File: config.mk
export PLATFORM = sky130hd
export DESIGN_NAME = queue_status_registers
export DESIGN_NICKNAME = d
export VERILOG_FILES = /design/src/hw/queue_status_pkg.sv /design/src/hw/status_queue_if.sv /design/src/hw/queue_status_registers.sv /design/src/hw/rx_status_queue.sv
export VERILOG_INCLUDE_DIRS = /design/src /design/src/hw
export SDC_FILE = /design/constraint.sdc
export NUM_CORES = 1
export LEC_CHECK = 0
export BUFFER_PORTS_ARGS = -buffer_cell sky130_fd_sc_hd__buf_4
export CAP_MARGIN = 20
export CORE_MARGIN = 2
export CORE_UTILIZATION = 40
export CTS_CLUSTER_SIZE = 20
export DETAILED_ROUTE_END_ITERATION = 8
export PLACE_DENSITY_LB_ADDON = 0.3
export SYNTH_ARGS = -nofsm -noshare
export SYNTH_HDL_FRONTEND = slang
export SYNTH_SLANG_ARGS = --single-unit
File: constraint.sdc
create_clock -name CORE_CLK_IN -period 6.8 [get_ports CORE_CLK_IN]
set_input_delay 1.02 -clock CORE_CLK_IN [delete_from_list [all_inputs] [get_ports CORE_CLK_IN]]
set_output_delay 1.02 -clock CORE_CLK_IN [all_outputs]
set_load 0.01 [all_outputs]
File: src/hw/queue_status_defs.svh
`ifndef QUEUE_STATUS_DEFS_SVH
`define QUEUE_STATUS_DEFS_SVH

// Host bus geometry
`define HOST_ADDR_W        12
`define HOST_DATA_W        16

// Register byte offsets
`define TX_FREE_OFFSET     12'h178
`define RSVD_PAIR_OFFSET   12'h17a
`define RX_STATUS_OFFSET   12'h17c

// Transmit queue accounting
`define TX_QUEUE_CAPACITY  13'h1800
`define TX_CTRL_WORD_BYTES 13'h004
`define TX_FREE_W          13

// Receive header status field positions
`define ST_VALID_BIT       15
`define ST_ICMP_BIT        13
`define ST_IP_BIT          12
`define ST_TCP_BIT         11
`define ST_UDP_BIT         10
`define ST_BCAST_BIT       7
`define ST_MCAST_BIT       6
`define ST_UCAST_BIT       5
`define ST_TYPE_BIT        3
`define ST_RUNT_BIT        1
`define ST_CRC_BIT         0
`define ST_RESERVED_MASK   16'h4314

// Largest length value that still means a length-encoded frame
`define MAX_PAYLOAD_LEN    16'h05dc

// Status queue geometry
`define STQ_DEPTH          4
`define STQ_PTR_W          2
`define STQ_CNT_W          3

`endif

File: src/hw/queue_status_pkg.sv
package queue_status_pkg;

  // One-hot host read sequencer
  typedef enum logic [1:0] {
    BUS_IDLE = 2'b01,
    BUS_READ = 2'b10
  } bus_state_type;

  typedef logic [15:0] status_word_type;

endpackage

File: src/hw/status_queue_if.sv
`timescale 1ns/1ps
`default_nettype none

interface status_queue_if;
  logic                            push;
  queue_status_pkg::status_word_type push_data;
  logic                            pop;
  queue_status_pkg::status_word_type head;
  logic                            not_empty;
  logic                            full;

  modport owner_side (
    output push,
    output push_data,
    output pop,
    input  head,
    input  not_empty,
    input  full
  );

  modport queue_side (
    input  push,
    input  push_data,
    input  pop,
    output head,
    output not_empty,
    output full
  );
endinterface

`default_nettype wire

File: src/hw/queue_status_registers.sv
//Function
//- Free transmit bytes in low 13 bits
//- Free count resets to full capacity
//- Charge payload and control word per frame
//- Top bit marks valid frame status
//- Valid reads zero when nothing pending
//- Flag bad ICMP checksum
//- Flag bad IP header checksum
//- Flag bad TCP checksum
//- Flag bad UDP checksum
//- Flag broadcast destination
//- Multicast flag also set for broadcast
//- Flag unicast destination
//- Type bit set above maximum payload length
//- Type bit meaningless for runt frames
//- Flag collision-damaged or premature frames
//- Flag frame check sequence failure
//- Bad frames kept only with pass-bad set
//- One status per kept frame while the queue has room, one read each
`timescale 1ns/1ps
`default_nettype none
`include "queue_status_defs.svh"

module queue_status_registers (
  input  wire logic                    CORE_CLK_IN,
  input  wire logic                    RST_N_IN,
  // Parallel host bus
  input  wire logic                    CS_N_IN,
  input  wire logic                    RD_N_IN,
  input  wire logic                    WR_N_IN,
  input  wire logic [`HOST_ADDR_W-1:0] ADDR_IN,
  input  wire logic [`HOST_DATA_W-1:0] DATA_IN,
  output logic      [`HOST_DATA_W-1:0] DATA_OUT,
  output logic                         DATA_OE_N_OUT,
  // Transmit queue accounting events
  input  wire logic                    TX_ALLOC_IN,
  input  wire logic [`TX_FREE_W-1:0]   TX_ALLOC_LEN_IN,
  input  wire logic                    TX_RELEASE_IN,
  input  wire logic [`TX_FREE_W-1:0]   TX_RELEASE_LEN_IN,
  // Receive frame completion and its header results
  input  wire logic                    RX_FRAME_DONE_IN,
  input  wire logic [47:0]             RX_DEST_ADDR_IN,
  input  wire logic [15:0]             RX_LEN_TYPE_IN,
  input  wire logic                    RX_ICMP_CSUM_ERR_IN,
  input  wire logic                    RX_IP_CSUM_ERR_IN,
  input  wire logic                    RX_TCP_CSUM_ERR_IN,
  input  wire logic                    RX_UDP_CSUM_ERR_IN,
  input  wire logic                    RX_RUNT_IN,
  input  wire logic                    RX_CRC_ERR_IN,
  input  wire logic                    PASS_BAD_FRAME_IN,
  output logic                         RX_STATUS_FULL_OUT,
  output logic                         RX_FRAME_PENDING_OUT
);

  status_queue_if stq ();

  queue_status_pkg::bus_state_type state;
  queue_status_pkg::bus_state_type next_state;

  logic [2:0]              strobe_meta;
  logic [2:0]              strobe_sync;
  logic [`HOST_ADDR_W-1:0] addr_meta;
  logic [`HOST_ADDR_W-1:0] addr_sync;
  logic [`HOST_ADDR_W-1:0] read_addr;
  logic [`HOST_DATA_W-1:0] rd_data;
  logic [`HOST_DATA_W-1:0] next_rd_data;
  logic [`TX_FREE_W-1:0]   tx_free_byte_count;
  logic [`TX_FREE_W-1:0]   next_tx_free;
  logic [`TX_FREE_W:0]     charge;
  logic [`TX_FREE_W:0]     credit;
  logic [`TX_FREE_W+1:0]   level;
  logic                    read_active;
  logic                    read_start;
  logic                    read_end;
  logic                    frame_bad;
  logic                    keep_frame;
  logic                    broadcast_dest_flag;
  logic                    multicast_dest_flag;
  logic                    unicast_dest_flag;
  logic                    ethertype_frame_flag;
  queue_status_pkg::status_word_type rx_frame_header_status;

  // DATA_IN is unused: both registers are read-only
  //////////////////////////////////////////////////////////////////////////////
  // Pin synchronisers; strobes and address pass two flops before use
  always_ff @(posedge CORE_CLK_IN or negedge RST_N_IN) begin
    if (!RST_N_IN) begin
      strobe_meta <= 3'h7;
      strobe_sync <= 3'h7;
    end else begin
      strobe_meta <= {CS_N_IN, RD_N_IN, WR_N_IN};
      strobe_sync <= strobe_meta;
    end
  end

  // Address synchroniser
  always_ff @(posedge CORE_CLK_IN or negedge RST_N_IN) begin
    if (!RST_N_IN) begin
      addr_meta <= 12'h000;
      addr_sync <= 12'h000;
    end else begin
      addr_meta <= ADDR_IN;
      addr_sync <= addr_meta;
    end
  end

  // Writes are seen but change nothing here
  assign read_active = !strobe_sync[2] && !strobe_sync[1];

  //////////////////////////////////////////////////////////////////////////////
  // Read sequencer: sample data once at the start so a pop mid-read cannot
  // tear the word the host is looking at
  always_comb begin
    next_state = state;
    case (state)
      queue_status_pkg::BUS_IDLE: begin
        if (read_active) begin
          next_state = queue_status_pkg::BUS_READ;
        end
      end
      queue_status_pkg::BUS_READ: begin
        if (!read_active) begin
          next_state = queue_status_pkg::BUS_IDLE;
        end
      end
      default: begin
        next_state = queue_status_pkg::BUS_IDLE;
      end
    endcase
  end

  always_ff @(posedge CORE_CLK_IN or negedge RST_N_IN) begin
    if (!RST_N_IN) begin
      state <= queue_status_pkg::BUS_IDLE;
    end else begin
      state <= next_state;
    end
  end

  assign read_start = (state == queue_status_pkg::BUS_IDLE) && read_active;
  assign read_end   = (state == queue_status_pkg::BUS_READ) && !read_active;

  // Address held for the whole read cycle
  always_ff @(posedge CORE_CLK_IN or negedge RST_N_IN) begin
    if (!RST_N_IN) begin
      read_addr <= 12'h000;
    end else if (read_start) begin
      read_addr <= addr_sync;
    end
  end

  //////////////////////////////////////////////////////////////////////////////
  // Read data decode; unmapped and reserved locations read zero
  always_comb begin
    next_rd_data = rd_data;
    if (read_start) begin
      if (addr_sync == `TX_FREE_OFFSET) begin
        next_rd_data = {3'h0, tx_free_byte_count};
      end else if (addr_sync == `RX_STATUS_OFFSET) begin
        // Valid only while a completed frame waits
        next_rd_data = stq.not_empty ? stq.head : 16'h0000;
      end else begin
        next_rd_data = 16'h0000;
      end
    end
  end

  always_ff @(posedge CORE_CLK_IN or negedge RST_N_IN) begin
    if (!RST_N_IN) begin
      rd_data <= 16'h0000;
    end else begin
      rd_data <= next_rd_data;
    end
  end

  assign DATA_OUT      = rd_data;
  assign DATA_OE_N_OUT = (state != queue_status_pkg::BUS_READ);

  //////////////////////////////////////////////////////////////////////////////
  // Transmit free space. Each frame costs its payload plus one control word;
  // the level saturates so a misbehaving writer cannot wrap the count.
  assign charge = TX_ALLOC_IN ? ({1'b0, TX_ALLOC_LEN_IN} + {1'b0, `TX_CTRL_WORD_BYTES})
                              : 14'h0000;
  assign credit = TX_RELEASE_IN ? ({1'b0, TX_RELEASE_LEN_IN} + {1'b0, `TX_CTRL_WORD_BYTES})
                                : 14'h0000;
  assign level  = {2'h0, tx_free_byte_count} + {1'b0, credit} - {1'b0, charge};

  always_comb begin
    if (level[`TX_FREE_W+1]) begin
      next_tx_free = 13'h0000;
    end else if (level > {2'h0, `TX_QUEUE_CAPACITY}) begin
      next_tx_free = `TX_QUEUE_CAPACITY;
    end else begin
      next_tx_free = level[`TX_FREE_W-1:0];
    end
  end

  // Empty queue after reset
  always_ff @(posedge CORE_CLK_IN or negedge RST_N_IN) begin
    if (!RST_N_IN) begin
      tx_free_byte_count <= `TX_QUEUE_CAPACITY;
    end else begin
      tx_free_byte_count <= next_tx_free;
    end
  end

  //////////////////////////////////////////////////////////////////////////////
  // Receive header status built at frame completion
  assign broadcast_dest_flag  = (RX_DEST_ADDR_IN == 48'hffffffffffff);
  // Group bit of the first octet covers broadcast too
  assign multicast_dest_flag  = RX_DEST_ADDR_IN[40];
  assign unicast_dest_flag    = !RX_DEST_ADDR_IN[40];
  // Undefined for runts; the host must ignore it there
  assign ethertype_frame_flag = (RX_LEN_TYPE_IN > `MAX_PAYLOAD_LEN);

  always_comb begin
    rx_frame_header_status = 16'h0000;
    rx_frame_header_status[`ST_VALID_BIT] = 1'b1;
    rx_frame_header_status[`ST_ICMP_BIT]  = RX_ICMP_CSUM_ERR_IN;
    rx_frame_header_status[`ST_IP_BIT]    = RX_IP_CSUM_ERR_IN;
    rx_frame_header_status[`ST_TCP_BIT]   = RX_TCP_CSUM_ERR_IN;
    rx_frame_header_status[`ST_UDP_BIT]   = RX_UDP_CSUM_ERR_IN;
    rx_frame_header_status[`ST_BCAST_BIT] = broadcast_dest_flag;
    rx_frame_header_status[`ST_MCAST_BIT] = multicast_dest_flag;
    rx_frame_header_status[`ST_UCAST_BIT] = unicast_dest_flag;
    rx_frame_header_status[`ST_TYPE_BIT]  = ethertype_frame_flag;
    rx_frame_header_status[`ST_RUNT_BIT]  = RX_RUNT_IN;
    rx_frame_header_status[`ST_CRC_BIT]   = RX_CRC_ERR_IN;
  end

  // Bad frames only reach the host when pass-bad is set
  assign frame_bad  = RX_RUNT_IN || RX_CRC_ERR_IN;
  assign keep_frame = RX_FRAME_DONE_IN && (!frame_bad || PASS_BAD_FRAME_IN);

  // One entry per kept frame while the queue is not full, retired by the read that returned it
  assign stq.push      = keep_frame;
  assign stq.push_data = rx_frame_header_status;
  // Retire only a word the host saw as valid; a frame landing mid-read stays queued
  assign stq.pop       = read_end && (read_addr == `RX_STATUS_OFFSET)
                         && rd_data[`ST_VALID_BIT];

  rx_status_queue u_rx_status_queue (
    .clk   (CORE_CLK_IN),
    .rst_n (RST_N_IN),
    .q     (stq.queue_side)
  );

  assign RX_STATUS_FULL_OUT   = stq.full;
  assign RX_FRAME_PENDING_OUT = stq.not_empty;

  //////////////////////////////////////////////////////////////////////////////
  // Checks
  chk_free_reset_value: assert property (
    @(posedge CORE_CLK_IN) $rose(RST_N_IN) |-> tx_free_byte_count == `TX_QUEUE_CAPACITY)
    else $error("free count not at capacity after reset");

  chk_free_charge_step: assert property (
    @(posedge CORE_CLK_IN) disable iff (!RST_N_IN)
    (TX_ALLOC_IN && !TX_RELEASE_IN
      && ({1'b0, TX_ALLOC_LEN_IN} + 14'h0004 <= {1'b0, tx_free_byte_count}))
    |=> tx_free_byte_count == $past(tx_free_byte_count) - $past(TX_ALLOC_LEN_IN) - 13'h0004)
    else $error("frame charge against free space wrong");

  chk_free_release_step: assert property (
    @(posedge CORE_CLK_IN) disable iff (!RST_N_IN)
    (TX_RELEASE_IN && !TX_ALLOC_IN
      && ({1'b0, TX_RELEASE_LEN_IN} + 14'h0004 + {1'b0, tx_free_byte_count}
          <= {1'b0, `TX_QUEUE_CAPACITY}))
    |=> tx_free_byte_count == $past(tx_free_byte_count) + $past(TX_RELEASE_LEN_IN) + 13'h0004)
    else $error("frame release credit to free space wrong");

  chk_free_in_range: assert property (
    @(posedge CORE_CLK_IN) disable iff (!RST_N_IN) tx_free_byte_count <= `TX_QUEUE_CAPACITY)
    else $error("free count above queue capacity");

  chk_free_readback_word: assert property (
    @(posedge CORE_CLK_IN) disable iff (!RST_N_IN)
    (read_start && addr_sync == `TX_FREE_OFFSET)
    |=> rd_data == {3'h0, $past(tx_free_byte_count)} ##1 !DATA_OE_N_OUT)
    else $error("free count read back wrong");

  chk_valid_when_empty: assert property (
    @(posedge CORE_CLK_IN) disable iff (!RST_N_IN)
    (read_start && addr_sync == `RX_STATUS_OFFSET && !stq.not_empty) |=> rd_data == 16'h0000)
    else $error("status read with no frame is not zero");

  chk_valid_head_word: assert property (
    @(posedge CORE_CLK_IN) disable iff (!RST_N_IN)
    (read_start && addr_sync == `RX_STATUS_OFFSET && stq.not_empty)
    |=> rd_data[`ST_VALID_BIT] && rd_data == $past(stq.head))
    else $error("pending frame status not returned");

  chk_csum_flags_map: assert property (
    @(posedge CORE_CLK_IN) disable iff (!RST_N_IN)
    stq.push |-> stq.push_data[`ST_ICMP_BIT:`ST_UDP_BIT]
      == {RX_ICMP_CSUM_ERR_IN, RX_IP_CSUM_ERR_IN, RX_TCP_CSUM_ERR_IN, RX_UDP_CSUM_ERR_IN})
    else $error("checksum flags not stored as seen");

  chk_error_flags_map: assert property (
    @(posedge CORE_CLK_IN) disable iff (!RST_N_IN)
    stq.push |-> stq.push_data[`ST_RUNT_BIT:`ST_CRC_BIT] == {RX_RUNT_IN, RX_CRC_ERR_IN}
      && stq.push_data[`ST_VALID_BIT])
    else $error("runt or crc flag not stored as seen");

  chk_dest_class_map: assert property (
    @(posedge CORE_CLK_IN) disable iff (!RST_N_IN)
    stq.push |-> stq.push_data[`ST_BCAST_BIT] == (RX_DEST_ADDR_IN == 48'hffffffffffff)
      && stq.push_data[`ST_UCAST_BIT] == !RX_DEST_ADDR_IN[40])
    else $error("destination class flags wrong");

  chk_pending_after_keep: assert property (
    @(posedge CORE_CLK_IN) disable iff (!RST_N_IN)
    keep_frame && !stq.full |=> RX_FRAME_PENDING_OUT)
    else $error("kept frame not reported pending");

  chk_bcast_sets_mcast: assert property (
    @(posedge CORE_CLK_IN) disable iff (!RST_N_IN)
    stq.push && stq.push_data[`ST_BCAST_BIT] |-> stq.push_data[`ST_MCAST_BIT]
      && !stq.push_data[`ST_UCAST_BIT])
    else $error("broadcast frame lacks multicast flag");

  chk_type_flag_len: assert property (
    @(posedge CORE_CLK_IN) disable iff (!RST_N_IN)
    stq.push && !RX_RUNT_IN |-> stq.push_data[`ST_TYPE_BIT] == (RX_LEN_TYPE_IN > 16'h05dc))
    else $error("frame type flag disagrees with length");

  chk_bad_frame_drop: assert property (
    @(posedge CORE_CLK_IN) disable iff (!RST_N_IN)
    RX_FRAME_DONE_IN && (RX_RUNT_IN || RX_CRC_ERR_IN) |-> stq.push == PASS_BAD_FRAME_IN)
    else $error("bad frame pass or drop wrong");

  chk_one_pop_read: assert property (
    @(posedge CORE_CLK_IN) disable iff (!RST_N_IN)
    stq.pop |-> $past(state == queue_status_pkg::BUS_READ) ##1 !stq.pop [*2])
    else $error("status retired more than once per read");

  chk_reserved_zero: assert property (
    @(posedge CORE_CLK_IN) disable iff (!RST_N_IN)
    (read_start && addr_sync == `RSVD_PAIR_OFFSET) |=> rd_data == 16'h0000)
    else $error("reserved location not zero");

  chk_status_reserved_bits: assert property (
    @(posedge CORE_CLK_IN) disable iff (!RST_N_IN)
    (read_start && addr_sync == `RX_STATUS_OFFSET)
    |=> (rd_data & `ST_RESERVED_MASK) == 16'h0000)
    else $error("reserved status bits not zero");

  cov_status_read: cover property (
    @(posedge CORE_CLK_IN) disable iff (!RST_N_IN) stq.pop);

  cov_bad_dropped: cover property (
    @(posedge CORE_CLK_IN) disable iff (!RST_N_IN)
    RX_FRAME_DONE_IN && RX_CRC_ERR_IN && !PASS_BAD_FRAME_IN);

  cov_free_charged: cover property (
    @(posedge CORE_CLK_IN) disable iff (!RST_N_IN) TX_ALLOC_IN ##[1:20] TX_RELEASE_IN);

  cov_queue_full: cover property (
    @(posedge CORE_CLK_IN) disable iff (!RST_N_IN) stq.full);

endmodule

`default_nettype wire

File: src/hw/rx_status_queue.sv
`timescale 1ns/1ps
`default_nettype none
`include "queue_status_defs.svh"

module rx_status_queue (
  input  wire logic           clk,
  input  wire logic           rst_n,
  status_queue_if.queue_side  q
);

  queue_status_pkg::status_word_type entry [`STQ_DEPTH];
  logic [`STQ_PTR_W-1:0] wr_ptr;
  logic [`STQ_PTR_W-1:0] rd_ptr;
  logic [`STQ_CNT_W-1:0] count;
  logic                  do_push;
  logic                  do_pop;

  // A push into a full queue is refused; the receive side must hold off
  assign do_push = q.push && !q.full;
  assign do_pop  = q.pop && q.not_empty;

  //////////////////////////////////////////////////////////////////////////////
  // Storage, one flip-flop word per entry
  genvar i;
  generate
    for (i = 0; i < `STQ_DEPTH; i++) begin : g_entry
      always_ff @(posedge clk or negedge rst_n) begin
        if (!rst_n) begin
          entry[i] <= 16'h0000;
        end else if (do_push && (int'(wr_ptr) == i)) begin
          entry[i] <= q.push_data;
        end
      end
    end
  endgenerate

  // Pointers and fill level
  always_ff @(posedge clk or negedge rst_n) begin
    if (!rst_n) begin
      wr_ptr <= '0;
      rd_ptr <= '0;
      count  <= '0;
    end else begin
      if (do_push) begin
        wr_ptr <= wr_ptr + 2'h1;
      end
      if (do_pop) begin
        rd_ptr <= rd_ptr + 2'h1;
      end
      if (do_push && !do_pop) begin
        count <= count + 3'h1;
      end else if (do_pop && !do_push) begin
        count <= count - 3'h1;
      end
    end
  end

  assign q.head      = entry[rd_ptr];
  assign q.not_empty = (count != 3'h0);
  assign q.full      = (count == 3'h4);

endmodule

`default_nettype wire

# Yosys cells after proc, flatten, opt, wreduce, memory -nomap -nowiden
# Cells that the tools add are included.
classes:
  bitwise_logic: 1
  n_addsub: 8
  magnitude_cmp: 3
  mux: 15
  reduce_logical: 28
  eq_ne: 13
ops:
  columns: ["cell", "count"]
  rows:
  - ["$mux W16", 5]
  - ["$eq A48 B48 Y1 const B", 1]
  - ["$eq A12 B9 Y1 const B", 3]
  - ["$bmux W16 S2", 1]
  - ["$add A13 B3 Y14 const B", 2]
  - ["$mux W14", 2]
  - ["$mux W13", 2]
  - ["$gt A16 B11 Y1 const B", 1]
  - ["$add A13 B14 Y15", 1]
  - ["$gt A15 B13 Y1 const B", 1]
  - ["$sub A15 B14 Y15", 1]
  - ["$logic_and A1 B1 Y1", 14]
  - ["$logic_not A1 Y1", 8]
  - ["$eq A2 B2 Y1 const B", 3]
  - ["$mux W3", 2]
  - ["$ne A2 B2 Y1 const B", 3]
  - ["$add A2 B1 Y2 const B", 2]
  - ["$eq A2 B1 Y1 const B", 2]
  - ["$mux W2", 2]
  - ["$pmux W2 S2", 1]
  - ["$add A3 B1 Y3 const B", 1]
  - ["$eq A3 B3 Y1 const B", 1]
  - ["$ge A3 B3 Y1 const B", 1]
  - ["$not A2 Y3", 1]
  - ["other kinds (6)", 7]
word_totals:
  output_inout_bits: 19
  reg_bits: 124
  word_cells: 83
  input_bits: 133

# Longest topological paths before layout
# Gate-level depths: netlist of the first run.
logic_depth:
  ltp_word: 10
  depth_mapped: 17
  ltp_nobuf: 16

# Cells and area by module
# A second synthesis of the first run with hierarchy kept.
hier_totals:
  cells_unflattened: 587
  area_unflattened_um2: 7293.2
by_module_without_submodules:
  columns: ["module", "seq_area_each_um2", "area_per_inst_um2", "instances", "cells_each"]
  rows:
  - ["queue_status_registers", 1785.5, 4110.2, 1, 397]
  - ["rx_status_queue", 1776.7, 3183.1, 1, 190]

# Worst setup path after synthesis of the first run
# Ideal clock, no wire load.
synth_timing:
  kind: "input to register"
  start: "input TX_ALLOC_LEN_IN[2]"
  end: "register tx_free_byte_count[3]"
  n_path_buf: 1
  arrival_time_ps: 4015
  stages: 15
  slack_ps: 2696
  t_required_ps: 6711
  setup_ps: 89
  path_cell_list: "ha_1 nand2_1 or3_1 a21boi_0 fa_1 inv_1 ha_1 clkbuf_1 a21oi_1 o21ai_0 a21o_1 a31oi_1 xor2_1 nand2_1 nor3b_1"
synth_between:
  elab_chain_cells: 6
synth_rtl:
  columns: ["element", "line_no", "text"]
  rows:
  - ["from (decl)", "queue_status_registers.sv:37", "input wire logic [`TX_FREE_W-1:0] TX_ALLOC_LEN_IN,"]
  - ["$add A13 B3 Y14 *", "queue_status_registers.sv:182", "assign charge = TX_ALLOC_IN ? ({1'b0, TX_ALLOC_LEN_IN} + {1'b0, `TX_CTRL_WORD_BYTES})"]
  - ["$mux W14 *", "queue_status_registers.sv:182", null]
  - ["$sub A15 B14 Y15 *", "queue_status_registers.sv:186", "assign level = {2'h0, tx_free_byte_count} + {1'b0, credit} - {1'b0, charge};"]
  - ["$gt A15 B13 Y1", "queue_status_registers.sv:191", "end else if (level > {2'h0, `TX_QUEUE_CAPACITY}) begin"]
  - ["$mux W13", "queue_status_registers.sv:191", null]
  - ["$mux W13 *", "queue_status_registers.sv:189", "if (level[`TX_FREE_W+1]) begin"]
  - ["named net next_tx_free[3]", "queue_status_registers.sv:68", "logic [`TX_FREE_W-1:0] next_tx_free;"]
  - ["to (signal assigned)", "queue_status_registers.sv:201", "tx_free_byte_count <= `TX_QUEUE_CAPACITY;"]
  - ["to (signal assigned)", "queue_status_registers.sv:203", "tx_free_byte_count <= next_tx_free;"]
  - ["to (decl)", "queue_status_registers.sv:67", "logic [`TX_FREE_W-1:0] tx_free_byte_count;"]
# The timed path passes the listed nets; every way through them passes the cells marked *.
# A chain may end at the register's enable or synchronous reset.

# Worst setup path in the final report of the first run
layout_timing:
  start: "input TX_ALLOC_LEN_IN[2]"
  end: "register tx_free_byte_count[6]"
# The elaborated chain is that of the path after synthesis.

==> impl_metrics.json, run 1 <==
{
  "path_max_fanout": 9,
  "async_flop_share_pct": 100,
  "cts_tree": "built",
  "rrSetupSlack_ns": 3.35,
  "power_frac_seq_pct": 34.5,
  "filler_cell_count": 1418,
  "syn-num-nets": 784,
  "cts_resized": 0,
  "vdd_drop_max_uv": 160,
  "report.final.setup_viol": 0,
  "clkPwrFrac_pct": 32.1,
  "cts_root_buf": "clkbuf_16",
  "cp_data_required_time_ns": 7.10,
  "via_per_inst": 5.00,
  "p_per_area_nw_per_um2": 350,
  "io_pins": 152,
  "power.internal_mw": 1.98,
  "row_count": 46,
  "startpoint_type": "input port",
  "synth.cell_area_sq_um": 6420,
  "cts.clk_slew.worst_paths_ns": 0.06,
  "max_freq_mhz": 233,
  "finalCritPeriodShare_pct": 63.1,
  "cp-end-kind": "flop",
  "setup_tns_ns": 0,
  "fin_util_pct": 52.5,
  "hp-class": "reg2reg",
  "yosys.cell_types.count": 54,
  "fin_nets": 918,
  "grt_max_degree": 82,
  "first_iter_violations": 305,
  "vias": 4889,
  "cap_violations": 0,
  "worstSetupPathType": "in2reg",
  "crit_arrival_ns": 4.59,
  "grt_pass1_wl_mm": 24.4,
  "start_util_pct": 40.7,
  "synth-warning-count": 0,
  "period_minus_slack_ns": 4.29,
  "cts_buffer_depth": 2,
  "grt_antenna_before_repair": 0,
  "seq_area_sq_um": 3040,
  "hpwl_mm": 11.1,
  "multi_input_area_sq_um": 3130,
  "die_w_um": 131,
  "ctsHtreeMaxLevel": 4,
  "dr.pass1.iters": 5,
  "synth_edf_count": 0,
  "synth-seq-cells": 121,
  "tightest_slew_ns": 0.983,
  "dieArea_sq_um": 17100,
  "cts_post_setup_buffers_inserted": 0,
  "drive_above_1_share_pct": 29.2,
  "num_antenna_cells": 0,
  "hold_viol": 0,
  "io_buffers": 133,
  "coreArea_sq_um": 15800,
  "cts_hold_buf": 0,
  "clk_latency_ns": 0.41,
  "finalMaxSlewViolations": 0,
  "wl_per_cell_um": 15.3,
  "syn-instance-count": 614,
  "overflow": 0,
  "swShare_pct": 31.8,
  "syn_to_final_growth_pct": 29.0,
  "ys.flop_type": "dfrtp_1",
  "p_comb_share_pct": 33.4,
  "postRouteAntennaNets": 0,
  "p_sw_mw": 0.920,
  "grt_usage_pct": 18.1,
  "power_leakage_nw": 3.85,
  "wirelength_mm": 15.0,
  "syn_area_per_cell_sq_um": 10.5,
  "drc": 0,
  "grt_pass1_vias": 5071,
  "cts_sinks": 121,
  "fin_skew_ns": 0.0138,
  "rsz0062_at_grt": "false",
  "ys_seq_area_share_pct": 47.3,
  "status": "complete, no violations",
  "cts_buffers": 17,
  "relSlewSlack_pct": 34.4,
  "die_height_um": 131,
  "gp_congestion": 0.835
}
-- Yosys cell counts, types with 8 or more instances --
library cell | instances | area, sq um
nand3_1 | 22 | 110
clkbuf_1 | 18 | 67.6
nor2_1 | 19 | 71.3
fa_1 | 14 | 280
mux2_2 | 29 | 327
xnor2_1 | 18 | 158
nor2b_1 | 11 | 68.8
nor3b_1 | 8 | 60.1
o21ai_0 | 30 | 150
nand2b_1 | 10 | 62.6
nand2_1 | 104 | 390
dfrtp_1 | 114 | 2850
inv_1 | 46 | 173
xor2_1 | 17 | 149
a21oi_1 | 20 | 100
mux4_2 | 11 | 248
and2_1 | 10 | 62.6
ha_1 | 23 | 288
nand4_1 | 15 | 93.8
-- metrics by stage --
stage / cell area [sq um] / total power [mW] / hold WS, ns / cells / setup WS, ns
finish: 8280 / 2.90 / 0.345 / 977 / 2.51
global route: 8280 / 3.08 / 0.351 / 977 / 2.17
CTS: 8240 / 2.91 / 0.347 / 975 / 2.55
detailed placement: 7610 / 1.97 / 0.335 / 943 / 2.17
global placement: 7610 / 1.91 / 0.334 / 943 / 2.25
floorplan: 6420 / 1.70 / 0.331 / 614 / 2.70
-- power by group through the flow --
stage | Clock (mW) | Sequential (mW) | Combinational (mW)
after detailed placement | 0 | 1.01 | 0.958
after CTS | 0.941 | 1.00 | 0.969
after global routing | 0.977 | 1.02 | 1.08
final | 0.930 | 1.00 | 0.968
after floorplan | 0 | 0.973 | 0.723
after global placement | 0 | 0.995 | 0.916
-- worst max-delay path, cell delays in order --
cell and delay [ns]:
buf_4 0.11, ha_1 0.23, nand2_1 0.12, or3_1 0.34, a21boi_0 0.32, fa_1 0.47
inv_1 0.07, ha_1 0.35, a21oi_1 0.19, o21ai_0 0.09, a21o_1 0.21, a31oi_1 0.21
xor2_1 0.30, nand2_1 0.26, nor3_1 0.29
-- kinds of logic after synthesis --
logic type / share of synthesized area [%]
simple gates: 17.6
other cells: 0.0584
fa+ha+maj: 8.85
buf+inv: 4.02
mux: 9.26
flops: 47.3
compound gates: 8.15
xor+xnor: 4.78
-- path summary, 6_finish.rpt --
kind,startpoint,to,cells after the start
max reg2reg,tx_free_byte_count[1]$_DFF_PN0_,tx_free_byte_count[6]$_DFF_PN0_,11
max,TX_ALLOC_LEN_IN[2],tx_free_byte_count[6]$_DFF_PN0_,15
min reg2reg,addr_meta[2]$_DFF_PN0_,addr_sync[2]$_DFF_PN0_,0
min,addr_meta[2]$_DFF_PN0_,addr_sync[2]$_DFF_PN0_,0
max in group asynchronous,RST_N_IN,tx_free_byte_count[5]$_DFF_PN0_,2
min in group asynchronous,RST_N_IN,u_rx_status_queue.count[1]$_DFFE_PN0P_,1
-- cell type report --
cell class / count / area share (%)
well taps: 216 / 3.26
inverters: 46 / 2.09
multi-input cells: 426 / 37.8
flip-flops and latches: 121 / 36.7
repair buffers: 136 / 12.6
clock inverters: 10 / 1.69
clock buffers: 22 / 5.85
-- registers in the layout, summed over array words and instances, names as in the netlist --
register,flops
state,2
strobe_sync,2
u_rx_status_queue.entry,44
u_rx_status_queue.count,3
DATA_OUT,15
u_rx_status_queue.wr_ptr,2
tx_free_byte_count,13
strobe_meta,2
addr_sync,12
read_addr,12
u_rx_status_queue.rd_ptr,2
addr_meta,12
-- cells in the final DEF, fill, tap and decap left out, types with 6 or more instances in the layout --
cell | Yosys | layout
buf_4 | 1 | 134
dfrtp_1 | 114 | 114
nand2_1 | 104 | 104
inv_1 | 46 | 46
o21ai_0 | 30 | 30
mux2_2 | 29 | 29
ha_1 | 23 | 23
nand3_1 | 22 | 22
a21oi_1 | 20 | 20
nor2_1 | 19 | 19
xnor2_1 | 18 | 18
xor2_1 | 17 | 17
clkbuf_16 | 0 | 17
nand4_1 | 15 | 15
fa_1 | 14 | 14
nor2b_1 | 11 | 11
mux4_2 | 11 | 11
nand2b_1 | 10 | 10
and2_1 | 10 | 10
nor3b_1 | 8 | 8
or3_1 | 7 | 7
dfstp_2 | 7 | 7
and3_1 | 6 | 6
-- layer usage --
metal  vias up  global-route usage [%]  share of wire [%]  routed length (um)
li1       2366                       -                  -                   -
met1      2406                    23.2                 44                6530
met2       106                    32.0                 52                7740
met3        11                    3.05                3.8                 569
met4         0                    5.19               0.83                 124
met5         -                       0                  0                   0
(Power assumes the default switching activity.)
==> run 2, diff against run 1 <==
- ABC_AREA: not set -> 1
- clock period: 6.8 -> 4.48 ns (I/O delays scaled with it)
==> impl_metrics.json, run 2 <==
{
  "status": "complete, no violations",
  "synth_edf_count": 0,
  "num_antenna_cells": 0,
  "synth-seq-cells": 121,
  "synth_common_cells": "nand2_1 (270), inv_1 (118), dfrtp_1 (114), o21ai_0 (60), nor2_1 (51)",
  "synth_most_common_cell": "nand2_1",
  "final_cells": 1234,
  "fin_nets": 1171,
  "drive_above_1_share_pct": 21.3,
  "cts.clk_slew.worst_paths_ns": 0.05,
  "grt_max_degree": 61,
  "path_max_fanout": 9,
  "hold_viol": 0,
  "cts_buffers": 17,
  "largest_register_ff_count": 44,
  "power_leakage_nw": 4.52,
  "via_per_inst": 4.84,
  "hp-class": "in2async",
  "cts_resized": 0,
  "regMostFlops": "u_rx_status_queue.entry",
  "yosysTopAreaCellShare_pct": 42.1,
  "coreArea_sq_um": 16600,
  "gp_congestion": 0.879,
  "start_util_pct": 40.9,
  "worstSetupPathType": "in2reg",
  "cts_buffer_depth": 2,
  "p_per_area_nw_per_um2": 510,
  "row_count": 47,
  "cp_data_required_time_ns": 4.82,
  "syn_to_final_growth_pct": 26.4,
  "finalCritPeriodShare_pct": 79.6,
  "cts_root_buf": "clkbuf_16",
  "synth-warning-count": 0,
  "drc": 0,
  "grt_pass1_wl_mm": 28.4,
  "fin_skew_ns": 0.0131,
  "fin_util_pct": 51.6,
  "final_area_sq_um": 8560,
  "ctsHtreeMaxLevel": 4,
  "vdd_drop_max_uv": 254,
  "yosys.cell_types.count": 45,
  "setup_tns_ns": 0,
  "clk_latency_ns": 0.41,
  "syn-num-nets": 1038,
  "rsz0062_at_grt": "false",
  "synth.area.top_cells": "dfrtp_1 (42%), nand2_1 (15%), inv_1 (6.5%)",
  "tightest_slew_ns": 0.826,
  "startpoint_type": "input port",
  "overflow": 0,
  "first_iter_violations": 397,
  "die_w_um": 134,
  "syn-instance-count": 868,
  "synth_largest_area_cell": "dfrtp_1",
  "report.final.setup_viol": 0,
  "dp_cells": 1202,
  "filler_cell_count": 1598,
  "place_ws_ns": 0.528,
  "layout_commonest_cell": "nand2_1",
  "grt_antenna_before_repair": 0,
  "dpl-instance-area_sq_um": 7980,
  "synth.cell_area_sq_um": 6780,
  "max_freq_mhz": 280,
  "mostFrequentLayoutCells": "nand2_1 (270), buf_4 (136), inv_1 (118)",
  "async_flop_share_pct": 100,
  "grt_pass1_vias": 5984,
  "cts_post_setup_buffers_inserted": 0,
  "cp-end-kind": "flop",
  "cap_violations": 0,
  "io_pins": 152,
  "relSlewSlack_pct": 44.9,
  "dieArea_sq_um": 18000,
  "setup_ws_ns": 0.913,
  "vias": 5976,
  "dr.pass1.iters": 4,
  "die_height_um": 134,
  "crit_arrival_ns": 3.91,
  "period_minus_slack_ns": 3.57,
  "grt_usage_pct": 19.7,
  "ys.flop_type": "dfrtp_1",
  "wl_per_cell_um": 13.7,
  "postRouteAntennaNets": 0,
  "hpwl_mm": 12.8,
  "finalMaxSlewViolations": 0,
  "syn_area_per_cell_sq_um": 7.81,
  "cts_hold_buf": 0,
  "io_buffers": 133,
  "ys_seq_area_share_pct": 44.8,
  "wirelength_mm": 17.0,
  "cts_tree": "built",
  "cts_sinks": 121
}
[run 2: cell types whose count changed after synthesis, moves of 11 or more]
| cell | before | now |
|---|---|---|
| xnor2_1 | 18 | 1 |
| o21ai_0 | 30 | 60 |
| nor2b_1 | 11 | 0 |
| inv_1 | 46 | 118 |
| nand2_1 | 104 | 270 |
| mux4_2 | 11 | 0 |
| xor2_1 | 17 | 4 |
| nand3_1 | 22 | 50 |
| nor2_1 | 19 | 51 |
| mux2_2 | 29 | 1 |
[run 2: cells by family (layout without fill, tap and decap cells)]
logic type               count (synthesis)  count (layout)  share of synthesized area, %
AO/OA/AOI/OAI                          101             101                          8.16
XOR/XNOR                                 5               5                         0.646
adder cells (fa/ha/maj)                 37              37                          8.38
buffers and inverters                  151             297                          8.51
flip-flops                             121             121                          44.8
multiplexers                             1               1                         0.166
other                                    1               1                        0.0553
AND/OR/NAND/NOR                        451             451                          29.3
[run 2: power breakdown]
part / switching [mW] / internal [mW]
sequential: 0.126 / 1.35
clock: 0.500 / 0.812
combinational: 0.999 / 0.579
[run 2: worst max-delay path, stage by stage]
cell,delay [ns]
buf_4,0.09
ha_1,0.18
nand2_1,0.08
nor2_1,0.13
nand2_1,0.10
nor2_1,0.20
nand3_1,0.17
o221a_2,0.33
fa_1,0.50
inv_1,0.04
ha_1,0.35
inv_2,0.08
nor3_1,0.25
nand3_1,0.14
nand3b_1,0.12
nand2_2,0.09
nor2_4,0.14
nand2_4,0.13
nor2_2,0.10
[run 2: path summary, 6_finish.rpt]
| check | from | endpoint | slack, ns | cells past startpoint |
|---|---|---|---|---|
| max in group asynchronous | RST_N_IN | strobe_meta[1]$_DFF_PN1_ | 3.23 | 2 |
| hold reg to reg | addr_meta[5]$_DFF_PN0_ | addr_sync[5]$_DFF_PN0_ | 0.35 | 0 |
| setup / recovery | TX_ALLOC_LEN_IN[2] | tx_free_byte_count[1]$_DFF_PN0_ | 0.91 | 19 |
| min in group CORE_CLK_IN | addr_meta[5]$_DFF_PN0_ | addr_sync[5]$_DFF_PN0_ | 0.35 | 0 |
| hold / removal | RST_N_IN | read_addr[8]$_DFFE_PN0P_ | 0.33 | 1 |
| setup reg to reg | tx_free_byte_count[1]$_DFF_PN0_ | tx_free_byte_count[7]$_DFF_PN0_ | 1.75 | 16 |
[run 2: routing by layer]
layer | vias up | share of wire (%) | global-route usage [%]
met5 | - | 0 | 0
met4 | 0 | 1.1 | 4.97
met3 | 15 | 4.1 | 3.44
met2 | 139 | 48 | 32.9
met1 | 2798 | 47 | 26.7
li1 | 3024 | - | -
[run 2: cell type report]
class	instances	area [sq um]	area share [%]
clock buffer	20	467	5.45
sequential	121	3040	35.5
tap	220	275	3.21
timing repair buffer	136	1020	11.9
clock inverter	12	116	1.36
inverter	129	484	5.65
multi-input combinational	596	3160	36.9
[run 2: metrics by stage]
step / total power, mW / hold WS, ns
floorplan: 2.65 / 0.331
CTS: 4.39 / 0.348
finish: 4.37 / 0.330
global placement: 3.04 / 0.332
detailed placement: 3.07 / 0.336
global route: 4.72 / 0.347
